$ cat src/core/wes_regs.svh
// Register offsets, field positions, reset values and timing counts of the wake-event block.
// Assumes a 50 MHz system clock and an APB slave port with byte addresses.
`ifndef WES_REGS_SVH
`define WES_REGS_SVH

// ****************************************************************
// Register map
// ****************************************************************
`define WES_ADDR_W 12
`define WES_OFS_PMCTRL 12'h084
`define WES_OFS_IRQ_STS 12'h088
`define WES_OFS_IRQ_MASK 12'h08C

// ****************************************************************
// Field positions of power_mgmt_control
// ****************************************************************
`define WES_BIT_SYSCLK_GATE 18
`define WES_BIT_STS_B 17
`define WES_BIT_STS_A 16
`define WES_BIT_EN_B 15
`define WES_BIT_EN_A 14
`define WES_BIT_MAC_EN 9
`define WES_BIT_BUF_TYPE 6
`define WES_BIT_MAC_STS 5
`define WES_BIT_IND 3
`define WES_BIT_POL 2
`define WES_BIT_PIN_EN 1

// ****************************************************************
// Interrupt status bits and reset values
// ****************************************************************
`define WES_IRQ_W 3
`define WES_IRQ_PORT_A 0
`define WES_IRQ_PORT_B 1
`define WES_IRQ_MAC 2
`define WES_RST_IRQ 3'h0
`define WES_RST_CTRL 10'h000

// ****************************************************************
// Timing
// ****************************************************************
`define WES_CLK_KHZ 50000
`define WES_PULSE_MS 50
`define WES_PULSE_CYCLES (`WES_PULSE_MS * `WES_CLK_KHZ)
`define WES_CNT_W 22

`endif

$ cat src/core/wes_pkg.sv
// Types shared by the wake-event signalling block.
// Assumes wes_regs.svh is compiled with it.
package wes_pkg;

    // ****************************************************************
    // Stored control and status fields
    // ****************************************************************
    typedef struct packed {
        logic sysclk_gate;
        logic sts_b;
        logic sts_a;
        logic en_b;
        logic en_a;
        logic mac_en;
        logic buf_type;
        logic mac_sts;
        logic ind;
        logic pol;
        logic pin_en;
    } wes_ctrl_t;

    // Wake pin sequencing states.
    typedef enum logic [3:0] {
        WES_PIN_IDLE = 4'b0001,
        WES_PIN_STATIC = 4'b0010,
        WES_PIN_PULSE = 4'b0100,
        WES_PIN_SPENT = 4'b1000
    } wes_pin_state_t;

endpackage

$ cat src/core/wes_top.sv
// Wake-event signalling: power_mgmt_control bits 1 to 18, sticky wake flags, interrupt and wake pin.
// Assumes event inputs come from logic on clk and stay high until their source is cleared.
//
// Functional notes
// Gate bit high stops the MAC 25/100 MHz system clocks, RX/TX clocks keep running.
// Gate bit sets only on the second consecutive one-write; a zero-write clears and rearms.
// Port wake flags set from PHY events; software clear works only once the event is gone.
// Enabled port flags raise the wake interrupt request.
// Enabled port flags also drive the wake pin if pin enable is set.
// MAC wake enable routes the MAC flag to interrupt request and to the pin.
// MAC wake flag sets on MAC wake frames; clear works only once the event is gone.
// Buffer type zero gives open-drain, one gives push-pull.
// Open-drain pin ignores polarity and is always active low.
// Indication one gives a 50 ms pulse per event, zero drives the pin steadily.
// Clearing flags or enables releases an active pin.
// Polarity one makes push-pull pin active high, zero active low; resets to zero.
// Reserved bits read zero, ignore writes and steer nothing.
// Pin enable zero keeps the pin inactive without touching the interrupt request.
// Pulse width is a system clock counter derived from the clock rate.
`include "wes_regs.svh"

module wes_top #(
    parameter int PULSE_CYCLES = `WES_PULSE_CYCLES
) (
    input wire logic clk,
    input wire logic arst_n,
    input wire logic ce,
    input wire logic psel,
    input wire logic penable,
    input wire logic pwrite,
    input wire logic [`WES_ADDR_W-1:0] paddr,
    input wire logic [31:0] pwdata,
    input wire logic [3:0] pstrb,
    output logic [31:0] prdata,
    output logic pready,
    output logic pslverr,
    input wire logic port_a_event,
    input wire logic port_b_event,
    input wire logic mac_wake_event,
    output logic mac_sysclk_gate,
    output logic wake_interrupt_request,
    output logic wake_event_pin_out,
    output logic wake_event_pin_oe,
    output logic irq
);

    // ****************************************************************
    // APB decode
    // ****************************************************************
    wes_pkg::wes_ctrl_t ctrl_q, ctrl_d;
    logic gate_armed_q, gate_armed_d;
    logic [`WES_IRQ_W-1:0] irq_sts_q, irq_sts_d, irq_mask_q, irq_mask_d;
    logic [31:0] prdata_q, rd_mux;
    logic [31:0] ctrl_rd;
    logic irq_q;

    // Address match, shared by read mux, write strobes and error answer.
    function automatic logic addr_is(input logic [`WES_ADDR_W-1:0] a, input logic [`WES_ADDR_W-1:0] ofs);
        addr_is = (a[`WES_ADDR_W-1:2] == ofs[`WES_ADDR_W-1:2]);
    endfunction

    // Access phase completes in its first cycle unless the block is frozen.
    wire setup_ph = psel & ~penable;
    wire access_ph = psel & penable;
    wire hit_ctrl = addr_is(paddr, `WES_OFS_PMCTRL);
    wire hit_sts = addr_is(paddr, `WES_OFS_IRQ_STS);
    wire hit_mask = addr_is(paddr, `WES_OFS_IRQ_MASK);
    wire hit_any = hit_ctrl | hit_sts | hit_mask;
    wire wr_go = access_ph & pwrite & ce;
    wire wr_ctrl = wr_go & hit_ctrl;
    wire wr_sts = wr_go & hit_sts;
    wire wr_mask = wr_go & hit_mask;
    // Byte lanes 0..2 hold every writable bit; a lane left out keeps its bits.
    wire [31:0] lane = {{8{pstrb[3]}}, {8{pstrb[2]}}, {8{pstrb[1]}}, {8{pstrb[0]}}};
    wire [31:0] wmask = lane & pwdata;
    wire [31:0] wsel = lane;

    assign pready = ce;
    assign pslverr = access_ph & ~hit_any;
    assign prdata = prdata_q;

    // Reserved and excluded positions are tied to zero here.
    assign ctrl_rd = {13'h0000, ctrl_q.sysclk_gate, ctrl_q.sts_b, ctrl_q.sts_a, ctrl_q.en_b, ctrl_q.en_a,
                      4'h0, ctrl_q.mac_en, 2'h0, ctrl_q.buf_type, ctrl_q.mac_sts, 1'b0,
                      ctrl_q.ind, ctrl_q.pol, ctrl_q.pin_en, 1'b0};
    assign rd_mux = hit_ctrl ? ctrl_rd :
                    hit_sts ? {29'h00000000, irq_sts_q} :
                    hit_mask ? {29'h00000000, irq_mask_q} : 32'h00000000;

    // Read data is captured in the setup cycle so the access phase sees a stable flop value.
    always_ff @(posedge clk or negedge arst_n) begin
        if (!arst_n) begin
            prdata_q <= 32'h00000000;
        end else if (ce && setup_ph && !pwrite) begin
            prdata_q <= rd_mux;
        end
    end

    // ****************************************************************
    // Control register next state
    // ****************************************************************
    wire wr_gate = wr_ctrl & wsel[`WES_BIT_SYSCLK_GATE];
    wire wr_gate_one = wr_gate & pwdata[`WES_BIT_SYSCLK_GATE];
    wire clr_b = wr_ctrl & wmask[`WES_BIT_STS_B];
    wire clr_a = wr_ctrl & wmask[`WES_BIT_STS_A];
    wire clr_mac = wr_ctrl & wmask[`WES_BIT_MAC_STS];

    // Fields written only where their lane is selected; reserved bits are never looked at.
    function automatic logic fld(input logic old, input int pos);
        fld = wsel[pos] ? pwdata[pos] : old;
    endfunction

    always_comb begin
        ctrl_d = ctrl_q;
        gate_armed_d = gate_armed_q;
        // First one-write arms, second sets; a zero-write clears both.
        if (wr_gate) begin
            if (!wr_gate_one) begin
                ctrl_d.sysclk_gate = 1'b0;
                gate_armed_d = 1'b0;
            end else if (gate_armed_q) begin
                ctrl_d.sysclk_gate = 1'b1;
            end else begin
                gate_armed_d = 1'b1;
            end
        end
        // A live event wins over the clear, so a flag only drops once its source has.
        ctrl_d.sts_b = port_b_event | (ctrl_q.sts_b & ~clr_b);
        ctrl_d.sts_a = port_a_event | (ctrl_q.sts_a & ~clr_a);
        ctrl_d.mac_sts = mac_wake_event | (ctrl_q.mac_sts & ~clr_mac);
        if (wr_ctrl) begin
            ctrl_d.en_b = fld(ctrl_q.en_b, `WES_BIT_EN_B);
            ctrl_d.en_a = fld(ctrl_q.en_a, `WES_BIT_EN_A);
            ctrl_d.mac_en = fld(ctrl_q.mac_en, `WES_BIT_MAC_EN);
            ctrl_d.buf_type = fld(ctrl_q.buf_type, `WES_BIT_BUF_TYPE);
            ctrl_d.ind = fld(ctrl_q.ind, `WES_BIT_IND);
            ctrl_d.pol = fld(ctrl_q.pol, `WES_BIT_POL);
            ctrl_d.pin_en = fld(ctrl_q.pin_en, `WES_BIT_PIN_EN);
        end
    end

    // Polarity and all enables come out of reset at zero.
    always_ff @(posedge clk or negedge arst_n) begin
        if (!arst_n) begin
            ctrl_q <= wes_pkg::wes_ctrl_t'(11'h000);
            gate_armed_q <= 1'b0;
        end else if (ce) begin
            ctrl_q <= ctrl_d;
            gate_armed_q <= gate_armed_d;
        end
    end

    // The MAC clock controller stops only the 25/100 MHz system clocks on this level.
    assign mac_sysclk_gate = ctrl_q.sysclk_gate;

    // ****************************************************************
    // Wake sources and interrupt request
    // ****************************************************************
    wire [2:0] wake_terms = {ctrl_q.mac_sts & ctrl_q.mac_en, ctrl_q.sts_b & ctrl_q.en_b, ctrl_q.sts_a & ctrl_q.en_a};
    logic [2:0] wake_terms_q;
    wire [2:0] new_terms = wake_terms & ~wake_terms_q;
    wire new_evt = |new_terms;

    // Request ignores pin enable, so a disabled pin never hides the interrupt.
    assign wake_interrupt_request = |wake_terms;

    always_ff @(posedge clk or negedge arst_n) begin
        if (!arst_n) begin
            wake_terms_q <= 3'h0;
        end else if (ce) begin
            wake_terms_q <= wake_terms;
        end
    end

    // ****************************************************************
    // Interrupt status and mask
    // ****************************************************************
    always_comb begin
        irq_sts_d = irq_sts_q;
        irq_mask_d = irq_mask_q;
        if (wr_sts) begin
            irq_sts_d = irq_sts_q & ~wmask[`WES_IRQ_W-1:0];
        end
        // Setting after the clear keeps an event that lands on the clearing write.
        irq_sts_d[`WES_IRQ_PORT_A] = irq_sts_d[`WES_IRQ_PORT_A] | new_terms[0];
        irq_sts_d[`WES_IRQ_PORT_B] = irq_sts_d[`WES_IRQ_PORT_B] | new_terms[1];
        irq_sts_d[`WES_IRQ_MAC] = irq_sts_d[`WES_IRQ_MAC] | new_terms[2];
        if (wr_mask && pstrb[0]) begin
            irq_mask_d = pwdata[`WES_IRQ_W-1:0];
        end
    end

    always_ff @(posedge clk or negedge arst_n) begin
        if (!arst_n) begin
            irq_sts_q <= `WES_RST_IRQ;
            irq_mask_q <= `WES_RST_IRQ;
            irq_q <= 1'b0;
        end else if (ce) begin
            irq_sts_q <= irq_sts_d;
            irq_mask_q <= irq_mask_d;
            irq_q <= |(irq_sts_d & irq_mask_d);
        end
    end
    assign irq = irq_q;

    // ****************************************************************
    // Wake pin sequencer
    // ****************************************************************
    localparam logic [`WES_CNT_W-1:0] PULSE_LOAD = `WES_CNT_W'(PULSE_CYCLES);
    wes_pkg::wes_pin_state_t pin_st_q, pin_st_d;
    logic [`WES_CNT_W-1:0] cnt_q, cnt_d;
    logic pin_out_q, pin_oe_q;

    // Pin enable gates only the pin path.
    wire pin_src = ctrl_q.pin_en & (|wake_terms);
    wire cnt_last = (cnt_q == `WES_CNT_W'(1));

    always_comb begin
        pin_st_d = pin_st_q;
        cnt_d = cnt_q;
        case (pin_st_q)
            wes_pkg::WES_PIN_IDLE: begin
                if (pin_src) begin
                    pin_st_d = ctrl_q.ind ? wes_pkg::WES_PIN_PULSE : wes_pkg::WES_PIN_STATIC;
                    cnt_d = PULSE_LOAD;
                end
            end
            wes_pkg::WES_PIN_STATIC: begin
                if (!pin_src) begin
                    pin_st_d = wes_pkg::WES_PIN_IDLE;
                end else if (ctrl_q.ind && new_evt) begin
                    pin_st_d = wes_pkg::WES_PIN_PULSE;
                    cnt_d = PULSE_LOAD;
                end
            end
            wes_pkg::WES_PIN_PULSE: begin
                // Each fresh event restarts the full pulse width.
                if (!pin_src) begin
                    pin_st_d = wes_pkg::WES_PIN_IDLE;
                end else if (!ctrl_q.ind) begin
                    pin_st_d = wes_pkg::WES_PIN_STATIC;
                end else if (new_evt) begin
                    cnt_d = PULSE_LOAD;
                end else if (cnt_last) begin
                    pin_st_d = wes_pkg::WES_PIN_SPENT;
                end else begin
                    cnt_d = cnt_q - `WES_CNT_W'(1);
                end
            end
            wes_pkg::WES_PIN_SPENT: begin
                // Pulse has run out but the flags stand; wait for a new event or a clear.
                if (!pin_src) begin
                    pin_st_d = wes_pkg::WES_PIN_IDLE;
                end else if (!ctrl_q.ind) begin
                    pin_st_d = wes_pkg::WES_PIN_STATIC;
                end else if (new_evt) begin
                    pin_st_d = wes_pkg::WES_PIN_PULSE;
                    cnt_d = PULSE_LOAD;
                end
            end
            default: begin
                pin_st_d = wes_pkg::WES_PIN_IDLE;
            end
        endcase
    end

    wire pin_act_d = (pin_st_d == wes_pkg::WES_PIN_STATIC) | (pin_st_d == wes_pkg::WES_PIN_PULSE);
    // Open-drain only pulls low, so polarity has no meaning there.
    wire pin_oe_d = ctrl_q.buf_type | pin_act_d;
    wire pin_out_d = ctrl_q.buf_type & (ctrl_q.pol ? pin_act_d : ~pin_act_d);

    always_ff @(posedge clk or negedge arst_n) begin
        if (!arst_n) begin
            pin_st_q <= wes_pkg::WES_PIN_IDLE;
            cnt_q <= `WES_CNT_W'(0);
            pin_out_q <= 1'b0;
            pin_oe_q <= 1'b0;
        end else if (ce) begin
            pin_st_q <= pin_st_d;
            cnt_q <= cnt_d;
            pin_out_q <= pin_out_d;
            pin_oe_q <= pin_oe_d;
        end
    end
    assign wake_event_pin_out = pin_out_q;
    assign wake_event_pin_oe = pin_oe_q;
endmodule

$ cat config.mk
export PLATFORM = sky130hd
export DESIGN_NAME = wes_top
export DESIGN_NICKNAME = d
export VERILOG_FILES = /design/src/core/wes_pkg.sv /design/src/core/wes_top.sv
export VERILOG_INCLUDE_DIRS = /design/src /design/src/core
export SDC_FILE = /design/constraint.sdc
export NUM_CORES = 1
export LEC_CHECK = 0
export ABC_CLOCK_PERIOD_IN_PS = 1900
export BUFFER_PORTS_ARGS = -buffer_cell sky130_fd_sc_hd__buf_2
export CORE_ASPECT_RATIO = 0.8
export CORE_UTILIZATION = 45
export DETAILED_ROUTE_END_ITERATION = 6
export PLACE_DENSITY = 0.73
export SYNTH_ARGS = -nofsm -noshare
export SYNTH_HDL_FRONTEND = slang
export SYNTH_SLANG_ARGS = --single-unit
export TNS_END_PERCENT = 5
$ cat constraint.sdc
create_clock -name clk -period 1.9 [get_ports clk]
set_input_delay 0.475 -clock clk [delete_from_list [all_inputs] [get_ports clk]]
set_output_delay 0.475 -clock clk [all_outputs]
set_load 0.1 [all_outputs]
Yosys cells after proc, flatten, opt, wreduce, memory -nomap -nowiden:

Index checks and enable logic that the tools add are counted.
Widths: inputs -> output; s select.

* register bits: 82
* latch bits: 0
* memory bits (writable): 0
* ROM bits: 0
* bits of input ports: 57
* output and inout port bits: 39
* word-level logic and storage cells: 131
* memories kept: 0

* $add $sub $neg: 1
* multipliers: 0
* divide/modulo/power cells: 0
* magnitude comparators: 0
* equal/unequal tests: 20
* shift-type cells: 0
* multiplexer cells: 32
* bitwise gates (word level): 43
* reduce and logical (&&, ||, !) cells: 14

Operator list (number)
* $mux 22: 10
* $pmux 22 s4: 1
* $mux 4: 10
* $eq 10x6->1 const B: 3
* $eq 22x1->1 const B: 1
* $sub 22x1->22 const B: 1
* $and 1x1->1: 21
* $mux 19: 1
* $and 18x18->18: 1
* $ne 2x2->1 const B: 9
* $pmux 4 s4: 1
* $mux 3: 5
* $reduce_and 11->1: 1
* $or 1x1->1: 10
* $and 3x3->3: 3
* $reduce_and 3->1: 3
* $reduce_or 3->1: 3
* $eq 4x2->1 const B: 2
* $eq 4x3->1 const B: 2
* $not 1->1: 6
* $not 3->3: 2
* $eq 4x1->1 const B: 1
* $eq 4x4->1 const B: 1
* $logic_and 1x1->1: 4
* other kinds (5): 8

Longest topological paths before layout:

* depth in word-level cells: 12
* mapped depth: 8
* gate-level depth less buffers: 7

Worst setup path before layout:

OpenSTA, ideal clock, no wires.

* path type: input port to output port
* from: input port paddr[5]
* to: output port pslverr
* arrival: 1.701 ns
* required time: 1.425 ns
* slack: -0.276 ns
* cell stages on the path: 3
* path buffers: 0
* cells stage by stage: nor4b_1 -> nand3_1 -> and4_1

* cells in the longest elaborated chain, start to end: 5
* elaborated cells on any way between the ends: 7
* those cells by class: 3 x eq/ne; 4 x bitwise

RTL lines
* start, declared: line wes_top.sv:31 `` input wire logic [`WES_ADDR_W-1:0] paddr, ``
* $eq 10x6->1: line wes_top.sv:59 `` addr_is = (a[`WES_ADDR_W-1:2] == ofs[`WES_ADDR_W-1:2]); ``
* $or 1x1->1: line wes_top.sv:68 `wire hit_any = hit_ctrl | hit_sts | hit_mask;`
* $or 1x1->1 (*): line wes_top.sv:68
* $not 1->1 (*): line wes_top.sv:79 `assign pslverr = access_ph & ~hit_any;`
* $and 1x1->1 (*): line wes_top.sv:79
* end, declared: line wes_top.sv:36 `output logic pslverr,`

Mark *: on every way between the ends. The rest lies on a longest branch, timed or not.

Worst setup path after layout:

* from: register cnt_q[19]
* to: register pin_out_q (netlist: wake_event_pin_out)

* cells in the longest elaborated chain, start to end: 11
* elaborated cells on any way between the ends: 12
* those cells by class: 3 x eq/ne; 6 x mux; 3 x bitwise

RTL lines
* start, declared: line wes_top.sv:211 `` logic [`WES_CNT_W-1:0] cnt_q, cnt_d; ``
* start signal, assigned: line wes_top.sv:275 `` cnt_q <= `WES_CNT_W'(0); ``
* start signal, assigned: line wes_top.sv:280 `cnt_q <= cnt_d;`
* $eq 22x1->1 (*): line wes_top.sv:216 `` wire cnt_last = (cnt_q == `WES_CNT_W'(1)); ``
* $mux 4 (*): line wes_top.sv:244 `end else if (cnt_last) begin`
* $mux 4 (*): line wes_top.sv:242 `end else if (new_evt) begin`
* $mux 4 (*): line wes_top.sv:240 `end else if (!ctrl_q.ind) begin`
* $mux 4 (*): line wes_top.sv:238 `if (!pin_src) begin`
* $pmux 4 s4 (*): line wes_top.sv:221 `case (pin_st_q)`
* $eq 4x2->1 / $eq 4x3->1 (equally long branches): line wes_top.sv:267 `wire pin_act_d = (pin_st_d == wes_pkg::WES_PIN_STATIC) | (pin_st_d == wes_pkg::WES_PIN_PULSE);`
* $or 1x1->1 (*): line wes_top.sv:267
* $not 1->1: line wes_top.sv:270 `wire pin_out_d = ctrl_q.buf_type & (ctrl_q.pol ? pin_act_d : ~pin_act_d);`
* $mux 1 (*): line wes_top.sv:270
* $and 1x1->1 (*): line wes_top.sv:270
* end signal, assigned: line wes_top.sv:281 `pin_out_q <= pin_out_d;`
* end, declared: line wes_top.sv:212 `logic pin_out_q, pin_oe_q;`

Marks and branches as above.
A chain may end at the register's enable or synchronous reset.

==> flow_metrics.py <==
metrics = {
    "synthesis": {
        "synth_area_um2": 3590,
        "synth-edff-count": 0,
        "syn_inst": 384,
        "synthTopCellsByArea": "dfrtp_1 (42%), buf_4 (4.8%), o21ai_0 (4.2%)",
        "syn_area_per_cell_um2": 9.36,
        "ys_async_sr_fraction_pct": 100,
        "synth_top_area_share_pct": 42.5,
        "yosysSeqAreaShare_pct": 43.2,
        "ys_warn_count": 0,
        "yosys.area.top_type": "dfrtp_1",
        "ys_types": 67,
        "synth_common_cells": "dfrtp_1 (61), nand2_1 (37), o21ai_0 (30), nand3_1 (25)",
        "yosysMostFrequentCell": "dfrtp_1",
        "synthFlopType": "dfrtp_1",
        "ys_ff_latch": 62,
    },
    "clocking": {
        "numClockSinks": 62,
        "clockBufferDepth": 2,
        "root_buffer": "clkbuf_8",
        "h-tree-depth": 3,
        "cts_tree": "yes",
        "clkTransAtPathRegs_ns": 0.07,
        "cts_buffers": 9,
        "worst_skew_pair.late_latency_ns": 0.35,
    },
    "worst_setup_path": {
        "reg2reg_depth": 6,
        "crit_required_ns": 2.18,
        "cpPeakStageDelay_ns": 0.48,
        "worstPathCellList": "or3_4 -> nor3b_4 -> nand4_4 -> o2111a_1 -> or4_1 -> nand3_1",
        "critPathCaptureType": "flop",
        "r2r-end": "wake_event_pin_out",
        "crit_path_end": "wake_event_pin_out",
        "arrival_ns": 2.39,
        "worstReg2RegStart": "cnt_q[19]",
        "startpoint": "cnt_q[19]",
        "cp_max_fo": 3,
        "reg2reg_slack_ns": -0.21,
        "crit_slowest_cell": "or4_1",
        "start_kind": "flop",
        "path_class": "reg -> reg",
    },
    "placement": {
        "dpl.hpwl_um": 7440,
        "post_dp_cell_area_um2": 4670,
        "gp_congestion": 0.908,
        "io_buffers": 52,
        "dp.cells": 627,
        "preCtsSetupSlack_ns": -0.337,
    },
    "timing": {
        "rsz0062_at_grt": "yes",
        "setup_violations": 26,
        "final_max_slew_viol_count": 0,
        "tns_ns": -2.79,
        "finalCriticalPeriod_ns": 2.11,
        "fmax_ghz": 0.474,
        "period_share_pct": 111,
        "hold_viol_final": 0,
        "clock_skew_ns": 0.00673,
        "fin_ws_ns": -0.209,
    },
    "outcome": {
        "violations": "setup timing",
        "status": "complete, but fails checks",
    },
    "global_route": {
        "grt_usage_pct": 26.1,
        "grt_pass1_wl_um": 16400,
        "grt_overflow": 0,
        "grt_pass1_vias": 3397,
        "antenna_found_initial": 0,
        "grt_start_max_net_pins": 63,
    },
    "die": {
        "die_w_um": 102,
        "initial_core_util_pct": 47.5,
        "die_h_um": 81.9,
        "core_area_um2": 7570,
        "dieArea_um2": 8350,
        "io_pins": 96,
        "rows": 28,
    },
    "route": {
        "wl_per_cell_um": 15.5,
        "drt_iter0_markers": 284,
        "ant_nets": 0,
        "via_per_inst": 5.50,
        "drc": 0,
        "wl_um": 10000,
        "firstDrtPassIters": 5,
        "vias": 3562,
    },
    "finish": {
        "instances_no_fill": 648,
        "fill_cells": 611,
        "areaGrowthSynthToFinish_pct": 39.5,
        "n_antenna_cell": 0,
        "finish.utilization_pct": 66.3,
        "drive_gt1_share_pct": 42.2,
        "final_area_um2": 5020,
        "nets": 597,
    },
    "flow_run": {
        "maxCapViolCount": 0,
    },
    "power": {
        "total_leakage_power_nw": 2.45,
        "vdd_drop_max_v": 0.000310,
        "p_per_area_nw_per_um2": 536,
    },
    "hold_path": {
        "hold_class": "in -> async",
    },
}
-- power by group --
part | internal, mW | switching (mW) | total [mW]
Sequential | 1.33 | 0.00317 | 1.33
Combinational | 0.0649 | 0.285 | 0.350
Clock | 0.502 | 0.510 | 1.01
Total | 1.89 | 0.799 | 2.69
-- cell usage in the layout (no fill, tap or decap), types with 3 or more instances in the layout --
master       n
inv_1       16
buf_2       49
clkinv_2     3
o2bb2ai_1    3
a22o_1       3
clkbuf_8    10
o31ai_2      4
o211ai_1     3
o21ai_0     18
nand4_1      3
and3b_1      4
a31oi_1     19
nand2_1     35
o31ai_1      6
and2_1       3
buf_4      107
a21oi_1     13
o22ai_1      5
mux2_2      11
o21ai_1     10
nor3_1       4
nor4_2       3
buf_12       3
nor2_1      23
nand3_1     25
conb_1      20
buf_6        5
dfrtp_1     59
nand3b_1     3
-- layer usage --
| metal | GRT usage (%) | wire length (um) |
|---|---|---|
| met1 | 36.2 | 4570 |
| met2 | 39.5 | 4590 |
| met3 | 7.23 | 808 |
| met4 | 8.14 | 82 |
| met5 | 0 | 0 |
-- critical path: cells and delay by family (launching register included) --
| kind | cells | cell delay [ns] |
|---|---|---|
| AOI/OAI and AO/OA | 1 | 0.28 |
| DFF | 1 | 0.38 |
| and+or+nand+nor | 5 | 1.38 |
-- cell type report --
type	instances	area [um^2]	share of cell area, %
Multi-Input combinational cell	285	1940	38.6
Sequential cell	62	1560	31.0
Timing Repair Buffer	164	1160	23.2
Clock buffer	12	145	2.89
Tap cell	105	131	2.62
Inverter	16	60.1	1.20
Clock inverter	4	22.5	0.449
-- stage by stage --
stage | hold slack, ns | total power [mW]
final | 0.124 | 2.69
after floorplan | 0.179 | 1.63
after global placement | 0.444 | 1.69
after CTS | 0.135 | 2.71
after detailed placement | 0.452 | 1.69
after global routing | 0.134 | 2.80
-- cells by family after synthesis --
family	share of synthesized area (%)
muxes	4.00
buffers and inverters	8.49
other	0.104
xor gates and xnor gates	0.244
AOI/OAI and AO/OA	20.0
DFF	43.2
and+or+nand+nor	23.3
adders and majority gates	0.696
-- timing repair --
action	4_1_cts	5_1_grt
pin swaps	3	8
buffers inserted	0	5
hold buffers	0	0
resized for setup	26	17
setup endpoints to repair	26	32
-- worst min-delay path by stage --
stage,to,slack (ns),cells after the start,startpoint
floorplan,cnt_q[0],0.18,0,arst_n
global placement,prdata[16],0.44,2,prdata[16]
detailed placement,prdata[15],0.45,2,prdata[15]
CTS,irq_mask_q[0],0.13,2,arst_n
global route,irq_mask_q[0],0.13,2,arst_n
finish,irq_mask_q[0],0.12,2,arst_n
-- state kept, by name, summed over array words and instances, names as in the netlist --
register / cells
cnt_q: 22
prdata: 12
ctrl_q: 10
pin_st_q: 4
irq_mask_q: 3
irq_sts_q: 3
wake_terms_q: 3
gate_armed_q: 1
irq: 1
mac_sysclk_gate: 1
wake_event_pin_oe: 1
wake_event_pin_out: 1
No activity file was read; power rests on OpenSTA's default activity.
